===== config.mk =====
export PLATFORM = sky130hd
export DESIGN_NAME = dfa_top
export DESIGN_NICKNAME = d
export VERILOG_FILES = /design/src/rtl/dfa_pkg.sv /design/src/rtl/dfa_top.sv
export VERILOG_INCLUDE_DIRS = /design/src /design/src/rtl
export SDC_FILE = /design/constraint.sdc
export NUM_CORES = 1
export LEC_CHECK = 0
export ABC_AREA = 0
export BUFFER_PORTS_ARGS = -buffer_cell sky130_fd_sc_hd__buf_4
export CAP_MARGIN = 20
export CORE_ASPECT_RATIO = 0.75
export CORE_UTILIZATION = 60
export DETAILED_ROUTE_END_ITERATION = 8
export GPL_ROUTABILITY_DRIVEN = 1
export GPL_TIMING_DRIVEN = 1
export PLACE_DENSITY_LB_ADDON = 0.05
export SETUP_SLACK_MARGIN = 0.15
export SYNTH_ARGS = -nofsm -noshare
export SYNTH_HDL_FRONTEND = slang
export SYNTH_SLANG_ARGS = --single-unit
export TNS_END_PERCENT = 50

===== constraint.sdc =====
create_clock -name clk -period 22.5 [get_ports clk]
set_input_delay 1.125 -clock clk [delete_from_list [all_inputs] [get_ports clk]]
set_output_delay 1.125 -clock clk [all_outputs]
set_load 0.01 [all_outputs]

===== src/rtl/dfa_defs.svh =====
/*
 * Constants of the deserializer and frame aligner: register byte offsets,
 * control field positions and reset values.
 * Assumes it is included once per compilation unit before the design.
 */
//
// Notes on behaviour
// - deserialize serial stream at 16, 10, 8, 4
// - ratio code selects centred active output lanes
// - pins set ratio unless register override set
// - register ratio defaults to sixteen bits
// - lsb on lowest active lane, swap reverses
// - parity even, odd when inverted, can disable
// - frame pulse lasts one parallel clock cycle
// - align enabled by pin or register pair
// - header match realigns boundary and pulses frame
// - mask bits exclude header bits from compare
// - 32-bit header resets to F6F62828
// - alignment off keeps boundary, pulses frame on match at boundary
// - 10-bit mode uses low ten bits of the 10-bit header register, masked by its bits 25:16
// - complement search matches pattern or its inverse
// - 10-bit header resets to comma pattern
// - arm on enable rise, disarm on pulse once enable low
// - boundary found on second A2 byte
// - first aligned word starts at first A2
// - mute forces zeros, driver disable separate
// - data invert, clock invert, clock enable
// - loopback pins select loop input or serial out
`ifndef DFA_DEFS_SVH
`define DFA_DEFS_SVH

`define DFA_CTRL_OFS 12'h000
`define DFA_HDR_OFS 12'h004
`define DFA_MSK_OFS 12'h008
`define DFA_STAT_OFS 12'h00c
`define DFA_H10_OFS 12'h010

`define DFA_C_RATIO 1
`define DFA_C_RATIO_OVR 2
`define DFA_C_SWAP 3
`define DFA_C_ALIGN_OVR 4
`define DFA_C_ALIGN_EN 5
`define DFA_C_COMPLEMENT_SEARCH 6
`define DFA_C_PAR_ODD 7
`define DFA_C_PAR_EN 8
`define DFA_C_MUTE 9
`define DFA_C_DRV_EN 10
`define DFA_C_DINV 11
`define DFA_C_CINV 12
`define DFA_C_CEN 13

`define DFA_CTRL_RST 14'h2503
`define DFA_HDR_RST 32'hf6f62828
`define DFA_MSK_RST 32'h00000000
`define DFA_H10_RST 32'h000000fa

`endif


===== src/rtl/dfa_pkg.sv =====
/*
 * Types of the deserializer and frame aligner.
 * Assumes nothing beyond a SystemVerilog compiler.
 */
package dfa_pkg;

    typedef enum logic [1:0] {
        DFA_R4 = 2'h0,
        DFA_R8 = 2'h1,
        DFA_R10 = 2'h2,
        DFA_R16 = 2'h3
    } dfa_ratio_t;

    typedef struct packed {
        logic [31:0] prdata;
        logic pready;
        logic pslverr;
        logic [13:0] ctrl;
        logic [31:0] hdr;
        logic [31:0] msk;
        logic [31:0] h10;
        logic [15:0] fcount;
        logic [1:0] rclk_s;
        logic [1:0] rdat_s;
        logic [1:0] lclk_s;
        logic [1:0] ldat_s;
        logic [1:0] diag_s;
        logic [1:0] line_s;
        logic [1:0] rlo_s;
        logic [1:0] rhi_s;
        logic [1:0] aen_s;
        logic sclk_prev;
        logic [31:0] sh;
        logic [3:0] cnt;
        logic armed;
        logic aen_prev;
        logic [15:0] word_raw;
        logic fp_raw;
        logic [15:0] pout;
        logic poe;
        logic pclk;
        logic fp;
        logic fpn;
        logic par;
        logic parn;
        logic sclk_out;
        logic sdat_out;
    } dfa_state_t;

endpackage : dfa_pkg


===== src/rtl/dfa_top.sv =====
/*
 * Receive deserializer with programmable header detection and word
 * alignment, reached over APB.
 * Assumes the serial clock and data pins are slow enough for clk to
 * oversample them, and an APB master on clk.
 */
// Chosen here: the register offsets and the APB register port.
`include "dfa_defs.svh"

module dfa_top
    import dfa_pkg::*;
(
    input wire logic clk,
    input wire logic reset_n,
    input wire logic psel,
    input wire logic penable,
    input wire logic pwrite,
    input wire logic [11:0] paddr,
    input wire logic [31:0] pwdata,
    output logic [31:0] prdata,
    output logic pready,
    output logic pslverr,
    input wire logic recovered_clock_in,
    input wire logic recovered_data_in,
    input wire logic loop_clock_in,
    input wire logic loop_data_in,
    input wire logic diag_loopback_n,
    input wire logic line_loopback_n,
    input wire logic ratio_sel_pin_lo,
    input wire logic ratio_sel_pin_hi,
    input wire logic align_enable,
    output logic [15:0] parallel_word_out,
    output logic parallel_out_oe,
    output logic parallel_out_clock,
    output logic frame_pulse,
    output logic frame_pulse_n,
    output logic word_parity,
    output logic word_parity_n,
    output logic serial_clock_out,
    output logic serial_data_out
);

    localparam dfa_state_t ST_RST = '{
        ctrl: `DFA_CTRL_RST,
        hdr: `DFA_HDR_RST,
        msk: `DFA_MSK_RST,
        h10: `DFA_H10_RST,
        // active-low loopback pins idle high, so no loop mode shows after reset
        diag_s: 2'h3,
        line_s: 2'h3,
        fpn: 1'b1,
        parn: 1'b1,
        default: '0
    };

    logic [1:0] rst_sync;
    logic rst_n;
    dfa_state_t q;
    dfa_state_t n;

    logic sel_clk;
    logic sel_dat;
    logic bit_ev;
    logic [31:0] nsh;
    dfa_ratio_t ratio;
    logic [4:0] wid;
    logic [3:0] lo;
    logic [15:0] word16;
    // driven bit by bit from the lane loop, so nets rather than variables
    wire logic [15:0] mapped;
    wire logic [15:0] active;
    logic swap;
    logic ten;
    logic hit32;
    logic cmp32;
    logic hit10;
    logic cmp10;
    logic match;
    logic boundary;
    logic realign;
    logic word_ev;
    logic fp_ev;
    logic aen_eff;
    logic aen_rise;
    logic [15:0] bus;
    logic acc;
    logic done;
    logic addr_ok;

    always_ff @(posedge clk or negedge reset_n) begin
        if (!reset_n) begin
            rst_sync <= 2'h0;
        end else begin
            rst_sync <= {rst_sync[0], 1'b1};
        end
    end
    assign rst_n = rst_sync[1];

    // lane mapping: lsb on the lowest active lane, unused lanes held low
    genvar gi;
    generate
        for (gi = 0; gi < 16; gi++) begin : g_lane
            logic [4:0] j;
            logic [4:0] k;
            logic in_lane;
            assign j = 5'(gi) - {1'b0, lo};
            assign k = wid - 5'h1 - j;
            assign in_lane = (5'(gi) >= {1'b0, lo}) && (j < wid);
            assign active[gi] = in_lane;
            assign mapped[gi] = in_lane ? word16[swap ? k[3:0] : j[3:0]] : 1'b0;
        end
    endgenerate

    always_comb begin
        n = q;
        sel_clk = 1'b0;
        sel_dat = 1'b0;
        ratio = DFA_R16;
        wid = 5'h10;
        lo = 4'h0;
        word16 = 16'h0;
        bus = 16'h0;

        // pin synchronisers: stage 0 feeds only stage 1
        n.rclk_s = {q.rclk_s[0], recovered_clock_in};
        n.rdat_s = {q.rdat_s[0], recovered_data_in};
        n.lclk_s = {q.lclk_s[0], loop_clock_in};
        n.ldat_s = {q.ldat_s[0], loop_data_in};
        n.diag_s = {q.diag_s[0], diag_loopback_n};
        n.line_s = {q.line_s[0], line_loopback_n};
        n.rlo_s = {q.rlo_s[0], ratio_sel_pin_lo};
        n.rhi_s = {q.rhi_s[0], ratio_sel_pin_hi};
        n.aen_s = {q.aen_s[0], align_enable};

        if (!q.diag_s[1]) begin
            sel_clk = q.lclk_s[1];
            sel_dat = q.ldat_s[1];
        end else begin
            sel_clk = q.rclk_s[1];
            sel_dat = q.rdat_s[1];
        end
        n.sclk_prev = sel_clk;
        bit_ev = sel_clk & ~q.sclk_prev;

        // line loopback repeats the recovered stream, otherwise outputs idle low
        n.sclk_out = ~q.line_s[1] & q.rclk_s[1];
        n.sdat_out = ~q.line_s[1] & q.rdat_s[1];

        if (q.ctrl[`DFA_C_RATIO_OVR]) begin
            ratio = dfa_ratio_t'(q.ctrl[`DFA_C_RATIO:0]);
        end else begin
            ratio = dfa_ratio_t'({q.rhi_s[1], q.rlo_s[1]});
        end
        swap = q.ctrl[`DFA_C_SWAP];
        ten = (ratio == DFA_R10);

        nsh = {q.sh[30:0], sel_dat};

        // the word starts at the first A2 byte of the matched header
        case (ratio)
            DFA_R4: begin
                wid = 5'h04;
                lo = 4'h6;
                word16 = {12'h0, nsh[15:12]};
            end
            DFA_R8: begin
                wid = 5'h08;
                lo = 4'h4;
                word16 = {8'h0, nsh[15:8]};
            end
            DFA_R10: begin
                wid = 5'h0a;
                lo = 4'h3;
                word16 = {6'h0, nsh[9:0]};
            end
            DFA_R16: begin
                wid = 5'h10;
                lo = 4'h0;
                word16 = nsh[15:0];
            end
            default: begin
                wid = 5'h10;
                lo = 4'h0;
                word16 = nsh[15:0];
            end
        endcase

        hit32 = ((nsh ^ q.hdr) & ~q.msk) == 32'h0;
        cmp32 = ((~nsh ^ q.hdr) & ~q.msk) == 32'h0;
        hit10 = ((nsh[9:0] ^ q.h10[9:0]) & ~q.h10[25:16]) == 10'h0;
        cmp10 = ((~nsh[9:0] ^ q.h10[9:0]) & ~q.h10[25:16]) == 10'h0;
        if (ten) begin
            match = hit10 | (q.ctrl[`DFA_C_COMPLEMENT_SEARCH] & cmp10);
        end else begin
            match = hit32 | (q.ctrl[`DFA_C_COMPLEMENT_SEARCH] & cmp32);
        end

        boundary = bit_ev && ({1'b0, q.cnt} >= wid - 5'h1);
        realign = bit_ev && q.armed && match;
        word_ev = boundary | realign;
        fp_ev = bit_ev && match && (q.armed || boundary);

        if (bit_ev) begin
            n.sh = nsh;
            if (word_ev) begin
                n.cnt = 4'h0;
            end else begin
                n.cnt = q.cnt + 4'h1;
            end
        end
        if (word_ev) begin
            n.word_raw = mapped;
            n.fp_raw = fp_ev;
        end
        if (fp_ev) begin
            n.fcount = q.fcount + 16'h1;
        end

        aen_eff = q.aen_s[1] | (q.ctrl[`DFA_C_ALIGN_OVR] & q.ctrl[`DFA_C_ALIGN_EN]);
        aen_rise = aen_eff & ~q.aen_prev;
        n.aen_prev = aen_eff;
        if (aen_rise) begin
            n.armed = 1'b1;
        end else if (!aen_eff && fp_ev) begin
            n.armed = 1'b0;
        end

        // output stage: data, frame pulse and parity move together
        bus = n.word_raw ^ (q.ctrl[`DFA_C_DINV] ? active : 16'h0);
        if (q.ctrl[`DFA_C_MUTE]) begin
            bus = 16'h0;
        end
        n.pout = bus;
        n.poe = q.ctrl[`DFA_C_DRV_EN];
        n.fp = n.fp_raw;
        n.fpn = ~n.fp_raw;
        if (q.ctrl[`DFA_C_PAR_EN]) begin
            n.par = ^bus ^ q.ctrl[`DFA_C_PAR_ODD];
            n.parn = ~n.par;
        end else begin
            n.par = 1'b0;
            n.parn = 1'b0;
        end
        // parallel clock rises with each new word, high for the first half
        n.pclk = q.ctrl[`DFA_C_CEN]
            & (({1'b0, n.cnt} < (wid >> 1)) ^ q.ctrl[`DFA_C_CINV]);

        // apb slave: one wait state, answer registered
        // unmapped offsets answer with an error and leave every register alone
        case (paddr)
            `DFA_CTRL_OFS: addr_ok = 1'b1;
            `DFA_HDR_OFS: addr_ok = 1'b1;
            `DFA_MSK_OFS: addr_ok = 1'b1;
            `DFA_STAT_OFS: addr_ok = 1'b1;
            `DFA_H10_OFS: addr_ok = 1'b1;
            default: addr_ok = 1'b0;
        endcase
        acc = psel & penable & ~q.pready;
        done = psel & penable & q.pready;
        n.pready = acc;
        n.pslverr = acc & ~addr_ok;
        if (acc && !pwrite) begin
            case (paddr)
                `DFA_CTRL_OFS: n.prdata = {18'h0, q.ctrl};
                `DFA_HDR_OFS: n.prdata = q.hdr;
                `DFA_MSK_OFS: n.prdata = q.msk;
                `DFA_STAT_OFS: n.prdata = {q.fcount, 12'h0, q.armed, aen_eff, ratio};
                `DFA_H10_OFS: n.prdata = {6'h0, q.h10[25:16], 6'h0, q.h10[9:0]};
                default: n.prdata = 32'h0;
            endcase
        end
        if (done && pwrite && !q.pslverr) begin
            case (paddr)
                `DFA_CTRL_OFS: n.ctrl = pwdata[13:0];
                `DFA_HDR_OFS: n.hdr = pwdata;
                `DFA_MSK_OFS: n.msk = pwdata;
                `DFA_H10_OFS: n.h10 = {6'h0, pwdata[25:16], 6'h0, pwdata[9:0]};
                default: n.h10 = q.h10;
            endcase
        end
    end

    always_ff @(posedge clk or negedge rst_n) begin
        if (!rst_n) begin
            q <= ST_RST;
        end else begin
            q <= n;
        end
    end

    assign prdata = q.prdata;
    assign pready = q.pready;
    assign pslverr = q.pslverr;
    assign parallel_word_out = q.pout;
    assign parallel_out_oe = q.poe;
    assign parallel_out_clock = q.pclk;
    assign frame_pulse = q.fp;
    assign frame_pulse_n = q.fpn;
    assign word_parity = q.par;
    assign word_parity_n = q.parn;
    assign serial_clock_out = q.sclk_out;
    assign serial_data_out = q.sdat_out;

endmodule : dfa_top


==> impl_metrics.xml, run 1 <==
<?xml version="1.0" encoding="UTF-8"?>
<metrics>
  <group name="floorplanning">
    <metric name="dieWidth" unit="µm">172</metric>
    <metric name="row_count" unit="">46</metric>
    <metric name="design.portCount" unit="">116</metric>
    <metric name="design.die.area" unit="mm²">0.0224</metric>
    <metric name="starting_density" unit="%">61.6</metric>
    <metric name="core_region" unit="mm²">0.0212</metric>
    <metric name="die_h" unit="µm">130</metric>
  </group>
  <group name="synthesis">
    <metric name="synth-edff-count" unit="">0</metric>
    <metric name="synth_async_sr_flop_share" unit="%">100</metric>
    <metric name="syn_area_per_cell" unit="µm²">10.1</metric>
    <metric name="yosys_most_used_dff" unit="">dfrtp_1</metric>
    <metric name="synth.yosys.seq_area_share" unit="%">47.4</metric>
    <metric name="syn-instance-count" unit="">1298</metric>
    <metric name="ys_ff_latch" unit="">246</metric>
    <metric name="synth_fp_nets" unit="">1371</metric>
    <metric name="ys_warn_count" unit="">0</metric>
    <metric name="synth.distinct_cells" unit="">75</metric>
    <metric name="syn_area" unit="mm²">0.0131</metric>
  </group>
  <group name="global_route">
    <metric name="grt_use_met3" unit="%">8.52</metric>
    <metric name="grt_antenna_before_repair" unit="">1</metric>
    <metric name="grt-ovfl-total" unit="">0</metric>
    <metric name="largest_net_degree_at_the_start_of_global_routing" unit="">73</metric>
    <metric name="groute.usage.overall" unit="%">32.6</metric>
    <metric name="grt_pass1_wl" unit="mm">54.5</metric>
    <metric name="globalRouteMet1Util" unit="%">51.4</metric>
    <metric name="grt.met2_usage" unit="%">44.8</metric>
    <metric name="grt.busiest_layer" unit="">met1</metric>
    <metric name="vias_in_the_first_global_route" unit="">9277</metric>
  </group>
  <group name="layout">
    <metric name="ant_cells" unit="">0</metric>
    <metric name="final_cell_mix" unit="">246 x nand2_1, 212 x dfrtp_1, 128 x buf_4</metric>
    <metric name="fin_nets" unit="">1413</metric>
    <metric name="area_growth_syn_to_layout" unit="%">11.8</metric>
    <metric name="fillerInstances" unit="">1619</metric>
    <metric name="drive_above_1_share" unit="%">22.9</metric>
    <metric name="layout.cells.most_common" unit="">nand2_1</metric>
  </group>
  <group name="timing">
    <metric name="totalNegativeSetupSlack" unit="ps">0</metric>
    <metric name="fmax" unit="MHz">175</metric>
    <metric name="finalClockSkew" unit="ps">11.2</metric>
    <metric name="max-slew-margin-rel" unit="%">20.9</metric>
    <metric name="rsz_0062_raised_after_global_routing" unit="">no</metric>
    <metric name="timing.final.hold_violations" unit="">0</metric>
    <metric name="setup_ws" unit="ps">16770</metric>
    <metric name="shortest_clock_period_the_worst_path_allows_after_layout" unit="ps">5730</metric>
    <metric name="min_period_over_period" unit="%">25.4</metric>
    <metric name="setup_viol_count_final" unit="">0</metric>
    <metric name="max_slew.worst_pin.slew" unit="ps">1180</metric>
    <metric name="drv_slew" unit="">0</metric>
    <metric name="hold-worst-slack" unit="ps">348</metric>
  </group>
  <group name="clock_tree">
    <metric name="clk_root_buffer_cell" unit="">clkbuf_16</metric>
    <metric name="htree_num_levels" unit="">1</metric>
    <metric name="cts_tree" unit="">yes</metric>
    <metric name="worst_skew_pair.late_latency" unit="ps">520</metric>
    <metric name="hold_fix_buffers_cts" unit="">0</metric>
    <metric name="clkTransAtPathRegs" unit="ps">70</metric>
    <metric name="numCtsBuffers" unit="">24</metric>
    <metric name="clock_sink_count" unit="">246</metric>
    <metric name="clockBufferDepth" unit="">3</metric>
    <metric name="cts_setup_buffers" unit="">0</metric>
    <metric name="post_cts_resize_count" unit="">0</metric>
  </group>
  <group name="worst_setup_path">
    <metric name="critical-path-top-delay-family" unit="">compound AO/OA/AOI/OAI gates</metric>
    <metric name="cp-startpoint" unit="">q[212]</metric>
    <metric name="criticalPathCategory" unit="">register to register</metric>
    <metric name="path_max_fanout" unit="">34</metric>
    <metric name="arrival" unit="ps">6130</metric>
    <metric name="worstPathCellList" unit="">mux2i_1, buf_4, inv_1, ha_1, buf_4, nor2_1, inv_1, ha_1, a21o_1, a21oi_1, o41ai_4, o211ai_4, mux2_4, xor2_1, nor2_4, xnor2_1, xnor3_1, xnor3_1, and2_1</metric>
    <metric name="timing.critical_path.slowest_stage_cell" unit="">o211ai_4</metric>
    <metric name="crit_required" unit="ps">22900</metric>
    <metric name="cp_slowest_stage_delay" unit="ps">760</metric>
    <metric name="worstPathBufferInverterCount" unit="">4</metric>
    <metric name="end_kind" unit="">register</metric>
    <metric name="r2r-start" unit="">q[212]</metric>
    <metric name="critPathLaunchType" unit="">register</metric>
  </group>
  <group name="job">
    <metric name="maxCapViolations" unit="">0</metric>
  </group>
  <group name="route">
    <metric name="drt_drc_violations_left" unit="">0</metric>
    <metric name="detailed_routing_iterations_pass_1" unit="">6</metric>
    <metric name="routed_wire_length_per_instance" unit="µm">21.6</metric>
    <metric name="routed_wirelength" unit="mm">35.6</metric>
    <metric name="route.vias.total" unit="">10080</metric>
    <metric name="route.detailed.vias_per_inst" unit="">6.12</metric>
    <metric name="ant_nets" unit="">0</metric>
    <metric name="initialDrtViolationCount" unit="">1085</metric>
  </group>
  <group name="power">
    <metric name="p_leak" unit="nW">6.94</metric>
    <metric name="power_frac_comb" unit="%">17.1</metric>
    <metric name="power_density" unit="mW/mm²">76.1</metric>
    <metric name="power.ir.vdd_worst" unit="mV">0.0668</metric>
    <metric name="net-switching-power" unit="mW">0.324</metric>
    <metric name="seq_power_share" unit="%">45.9</metric>
    <metric name="power_report.internal_total" unit="mW">0.788</metric>
    <metric name="power.share.switching" unit="%">29.1</metric>
    <metric name="clock_power_share" unit="%">37.0</metric>
    <metric name="overall_power_of_the_completed_layout" unit="mW">1.11</metric>
  </group>
  <group name="worst_hold_path">
    <metric name="min_path_type" unit="">register to async pin</metric>
  </group>
  <group name="placed_design">
    <metric name="dp_worst_setup_slack" unit="ps">16830</metric>
    <metric name="hpwlAfterDp" unit="mm">26.0</metric>
    <metric name="gp_congestion" unit="">0.938</metric>
    <metric name="port_buffers" unit="">115</metric>
  </group>
  <group name="outcome">
    <metric name="status" unit="">complete, no violations</metric>
  </group>
</metrics>
cell type report:
cell class / instances / area, µm² / area share (%)
inverter: 51 / 191 / 1.31
clock buffer: 37 / 751 / 5.13
multi-input combinational: 888 / 6070 / 41.5
timing repair buffer: 129 / 981 / 6.71
tap: 288 / 360 / 2.46
sequential: 246 / 6200 / 42.4
clock inverter: 7 / 66.3 / 0.454
cells in the mapped netlist (all sizes together), types with 18 or more instances:
master	n	area share (%)
a22oi	26	1.5
o21ai	90	3.5
o22ai	22	1.1
dfstp	33	6.6
xor2	37	2.6
mux2i	31	2.4
nand2	246	7.1
a21oi	34	1.3
dfrtp	213	41
nor2	62	1.9
mux2	75	6.5
buf	72	3.8
inv	49	1.4
a22o	18	1.2
xnor2	51	3.6
clkbuf	41	1.2
kinds of logic after synthesis:
family / after synthesis / synth area share [%]
adders and majority gates: 15 / 1.44
muxes: 116 / 10.6
buffers and inverters: 164 / 6.39
and+or+nand+nor: 393 / 13.0
DFF: 246 / 47.4
AOI/OAI and AO/OA: 271 / 14.2
other: 1 / 0.0287
xor gates and xnor gates: 92 / 6.87
layer usage:
metal,vias to the layer above,wire [µm]
li1,4538,-
met1,4980,16800
met2,507,14300
met3,53,3830
met4,2,641
met5,-,13
power by group through the flow:
stage / combinational (mW) / clock (mW) / sequential, mW
after global placement: 0.183 / 0 / 0.517
after global routing: 0.208 / 0.432 / 0.513
after CTS: 0.188 / 0.415 / 0.509
after detailed placement: 0.187 / 0 / 0.516
final: 0.190 / 0.412 / 0.511
after floorplan: 0.136 / 0 / 0.504
registers in the layout (all words and copies together) (netlist names), 2 cells and up:
signal,count
prdata,32
parallel_word_out,16
rst_sync,2
q,145
nsh,31
n,10
through the flow:
step                cell area [µm²]  utilization, %  instances
floorplan                     13100               -       1298
global placement              13800            64.9       1601
detailed placement            13800            64.9       1601
CTS                           14600            68.8       1645
global route                  14600            68.8       1646
finish                        14600            68.8       1646
path summary, 6_finish.rpt:
| path | slack, ps | end | depth (start not counted) |
|---|---|---|---|
| max in group asynchronous | 20100 | parallel_word_out[4] | 2 |
| worst max-delay path | 16770 | word_parity | 19 |
| worst min register to register | 350 | prdata[22] | 0 |
| worst min-delay path | 350 | prdata[22] | 0 |
| worst max register to register | 16770 | word_parity | 19 |
| min in group clk | 350 | q[91] | 0 |
Note: power is estimated with default switching activity, not from simulation.
==> run 2: changes to the inputs <==
--- a/config.mk
+++ b/config.mk
@@ -10,7 +10,7 @@
 export BUFFER_PORTS_ARGS = -buffer_cell sky130_fd_sc_hd__buf_4
 export CAP_MARGIN = 20
 export CORE_ASPECT_RATIO = 0.75
-export CORE_UTILIZATION = 60
+export CORE_UTILIZATION = 54
 export DETAILED_ROUTE_END_ITERATION = 8
 export GPL_ROUTABILITY_DRIVEN = 1
 export GPL_TIMING_DRIVEN = 1
==> constraint.sdc (replaced) <==
create_clock -name clk -period 5.2 [get_ports clk]
set_input_delay 0.26 -clock clk [delete_from_list [all_inputs] [get_ports clk]]
set_output_delay 0.26 -clock clk [all_outputs]
set_load 0.01 [all_outputs]
==> impl_metrics.xml, run 2 (same netlist as run 1, synthesis figures left out) <==
<?xml version="1.0" encoding="UTF-8"?>
<metrics>
  <group name="outcome">
    <metric name="status" unit="">complete, no violations</metric>
  </group>
  <group name="layout">
    <metric name="largest_register_ffs" unit="">145</metric>
    <metric name="stdcell_area" unit="mm²">0.0152</metric>
    <metric name="fillerInstances" unit="">1856</metric>
    <metric name="fin_nets" unit="">1469</metric>
    <metric name="area_growth_syn_to_layout" unit="%">16.2</metric>
    <metric name="max_flop_register" unit="">q</metric>
    <metric name="ff_latch_area" unit="mm²">0.00620</metric>
    <metric name="multi_input_comb_area" unit="mm²">0.00608</metric>
    <metric name="cell_count_final_fillers_out" unit="">1715</metric>
    <metric name="drive_above_1_share" unit="%">23.3</metric>
    <metric name="layout.cells.most_common" unit="">nand2_1</metric>
    <metric name="final_cell_mix" unit="">246 x nand2_1, 212 x dfrtp_1, 144 x buf_4</metric>
  </group>
  <group name="worst_setup_path">
    <metric name="crit_required" unit="ps">5610</metric>
    <metric name="rr_worst_depth" unit="">17</metric>
    <metric name="criticalPathCategory" unit="">register to register</metric>
    <metric name="setup_slack_of_the_worst_register_to_register_path" unit="ps">390</metric>
    <metric name="crit_path_frequent_cell" unit="">xnor3_1</metric>
    <metric name="timing.critical_path.slowest_stage_cell" unit="">dfstp_2</metric>
    <metric name="arrival" unit="ps">5220</metric>
    <metric name="path_max_fanout" unit="">11</metric>
    <metric name="critPathLaunchType" unit="">register</metric>
    <metric name="cp_slowest_stage_delay" unit="ps">550</metric>
    <metric name="timing.rr.end" unit="">word_parity</metric>
    <metric name="worstPathCellList" unit="">mux2i_1, buf_4, inv_1, ha_1, nand2_1, o21ai_0, a22oi_1, o31ai_1, mux4_2, nand3_1, o22ai_1, o31ai_4, xor2_1, xnor3_1, xnor3_1, xnor3_1, and2_1</metric>
    <metric name="r2r-start" unit="">q[210]</metric>
    <metric name="end_kind" unit="">register</metric>
  </group>
  <group name="worst_hold_path">
    <metric name="hold-path-endpoint" unit="">q[120]</metric>
    <metric name="worst_hold_startpoint" unit="">pwdata[6]</metric>
    <metric name="min_path_type" unit="">input port to register</metric>
    <metric name="min_delay_path_depth" unit="">2</metric>
  </group>
  <group name="timing">
    <metric name="drv_slew" unit="">0</metric>
    <metric name="rsz_0062_raised_after_global_routing" unit="">no</metric>
    <metric name="max-slew-margin-rel" unit="%">18.5</metric>
    <metric name="fmax" unit="MHz">208</metric>
    <metric name="totalNegativeSetupSlack" unit="ps">0</metric>
    <metric name="setup_viol_count_final" unit="">0</metric>
    <metric name="max_slew.worst_pin.slew" unit="ps">1210</metric>
    <metric name="min_period_over_period" unit="%">92.5</metric>
    <metric name="timing.final.hold_violations" unit="">0</metric>
    <metric name="shortest_clock_period_the_worst_path_allows_after_layout" unit="ps">4810</metric>
    <metric name="finalClockSkew" unit="ps">8.52</metric>
  </group>
  <group name="power">
    <metric name="power.share.switching" unit="%">29.0</metric>
    <metric name="p_leak" unit="nW">7.20</metric>
    <metric name="power_report.internal_total" unit="mW">3.51</metric>
    <metric name="overall_power_of_the_completed_layout" unit="mW">4.94</metric>
    <metric name="net-switching-power" unit="mW">1.43</metric>
    <metric name="power_density" unit="mW/mm²">325</metric>
    <metric name="seq_power_share" unit="%">44.4</metric>
    <metric name="power_frac_comb" unit="%">17.8</metric>
    <metric name="clock_power_share" unit="%">37.7</metric>
    <metric name="power.ir.vdd_worst" unit="mV">0.267</metric>
  </group>
  <group name="clock_tree">
    <metric name="htree_num_levels" unit="">1</metric>
    <metric name="numCtsBuffers" unit="">25</metric>
    <metric name="clk_root_buffer_cell" unit="">clkbuf_16</metric>
    <metric name="cts_tree" unit="">yes</metric>
    <metric name="clock_sink_count" unit="">246</metric>
    <metric name="cts_setup_buffers" unit="">0</metric>
    <metric name="clockBufferDepth" unit="">3</metric>
    <metric name="worst_skew_pair.late_latency" unit="ps">520</metric>
    <metric name="clkTransAtPathRegs" unit="ps">70</metric>
  </group>
  <group name="route">
    <metric name="route.vias.total" unit="">10127</metric>
    <metric name="routed_wirelength" unit="mm">37.3</metric>
    <metric name="drt_drc_violations_left" unit="">0</metric>
    <metric name="initialDrtViolationCount" unit="">970</metric>
    <metric name="route.detailed.vias_per_inst" unit="">5.90</metric>
    <metric name="detailed_routing_iterations_pass_1" unit="">6</metric>
    <metric name="ant_nets" unit="">0</metric>
    <metric name="routed_wire_length_per_instance" unit="µm">21.8</metric>
  </group>
  <group name="global_route">
    <metric name="grt_pass1_wl" unit="mm">56.8</metric>
    <metric name="grt_antenna_before_repair" unit="">0</metric>
    <metric name="groute.usage.overall" unit="%">30.4</metric>
    <metric name="grt-ovfl-total" unit="">0</metric>
    <metric name="largest_net_degree_at_the_start_of_global_routing" unit="">108</metric>
    <metric name="vias_in_the_first_global_route" unit="">9421</metric>
  </group>
  <group name="placed_design">
    <metric name="hpwlAfterDp" unit="mm">27.2</metric>
    <metric name="gp_congestion" unit="">0.956</metric>
    <metric name="post_place_cell_area" unit="mm²">0.0140</metric>
    <metric name="port_buffers" unit="">115</metric>
    <metric name="post-place-cells" unit="">1631</metric>
  </group>
  <group name="floorplanning">
    <metric name="die_h" unit="µm">137</metric>
    <metric name="core_region" unit="mm²">0.0234</metric>
    <metric name="design.die.area" unit="mm²">0.0249</metric>
    <metric name="starting_density" unit="%">56.0</metric>
    <metric name="row_count" unit="">48</metric>
    <metric name="dieWidth" unit="µm">182</metric>
    <metric name="design.portCount" unit="">116</metric>
  </group>
  <group name="job">
    <metric name="maxCapViolations" unit="">0</metric>
  </group>
</metrics>
run 2: cell types whose count changed in the layout (fill, tap and decap cells not counted), moves of 2 or more:
cell,before,now
dlygate4sd3_1,0,38
buf_4,128,144
clkbuf_1,4,7
clkbuf_8,8,5
bufinv_16,1,3
run 2: worst max path at each step:
| stage | start | end | cells past startpoint |
|---|---|---|---|
| floorplan | q[212] | word_parity | 20 |
| global placement | q[211] | word_parity | 17 |
| detailed placement | q[212] | word_parity | 17 |
| CTS | q[212] | word_parity | 17 |
| global route | q[211] | word_parity | 17 |
| finish | q[210] | word_parity | 17 |
run 2: layer usage:
| metal | vias up | part of all wire [%] | wire length [µm] | GRT usage, % |
|---|---|---|---|---|
| li1 | 4648 | - | - | - |
| met1 | 4952 | 50 | 18500 | 48.8 |
| met2 | 477 | 39 | 14600 | 41.6 |
| met3 | 50 | 9.8 | 3670 | 6.81 |
| met4 | 0 | 1.5 | 575 | 5.70 |
| met5 | - | 0 | 0 | 0 |
run 2: cell type report:
cell class	instances	area share (%)
multi-input combinational	888	40.0
clock buffer	37	4.74
antenna	1	0.0165
timing repair buffer	184	9.88
sequential	246	40.8
tap	300	2.47
clock inverter	8	0.815
inverter	51	1.26
run 2: power groups by stage:
stage	Clock (mW)	Combinational (mW)	Sequential [mW]
2_1_floorplan	0	0.588	2.18
3_3_place_gp	0	0.832	2.22
3_5_place_dp	0	0.842	2.23
4_1_cts	1.89	0.868	2.19
5_1_grt	1.96	0.966	2.21
6_report	1.86	0.882	2.20
run 2: what timing repair did:
item	CTS	global route
hold endpoints to repair	68	0
setup endpoints to repair	0	2
resized for setup	0	3
hold buffers	38	0
run 2: metrics by stage:
step / setup WS [ps] / hold slack, ps / utilization (%)
final: 392 / 15.5 / 65.1
after global routing: 161 / 9.41 / 65.0
after CTS: 320 / 1.03 / 65.0
after detailed placement: 340 / 43.6 / 59.8
after global placement: 372 / 43.3 / 59.8
after floorplan: 280 / -35.6 / -
run 2: worst max-delay path, delay by kind of cell, from the launching register on:
kind            cells  cell delay, ps
compound gates      5            1390
xor+xnor            4            1060
flops               1             550
simple gates        3             520
fa+ha+maj           1             470
mux                 2             420
buf+inv             2             300
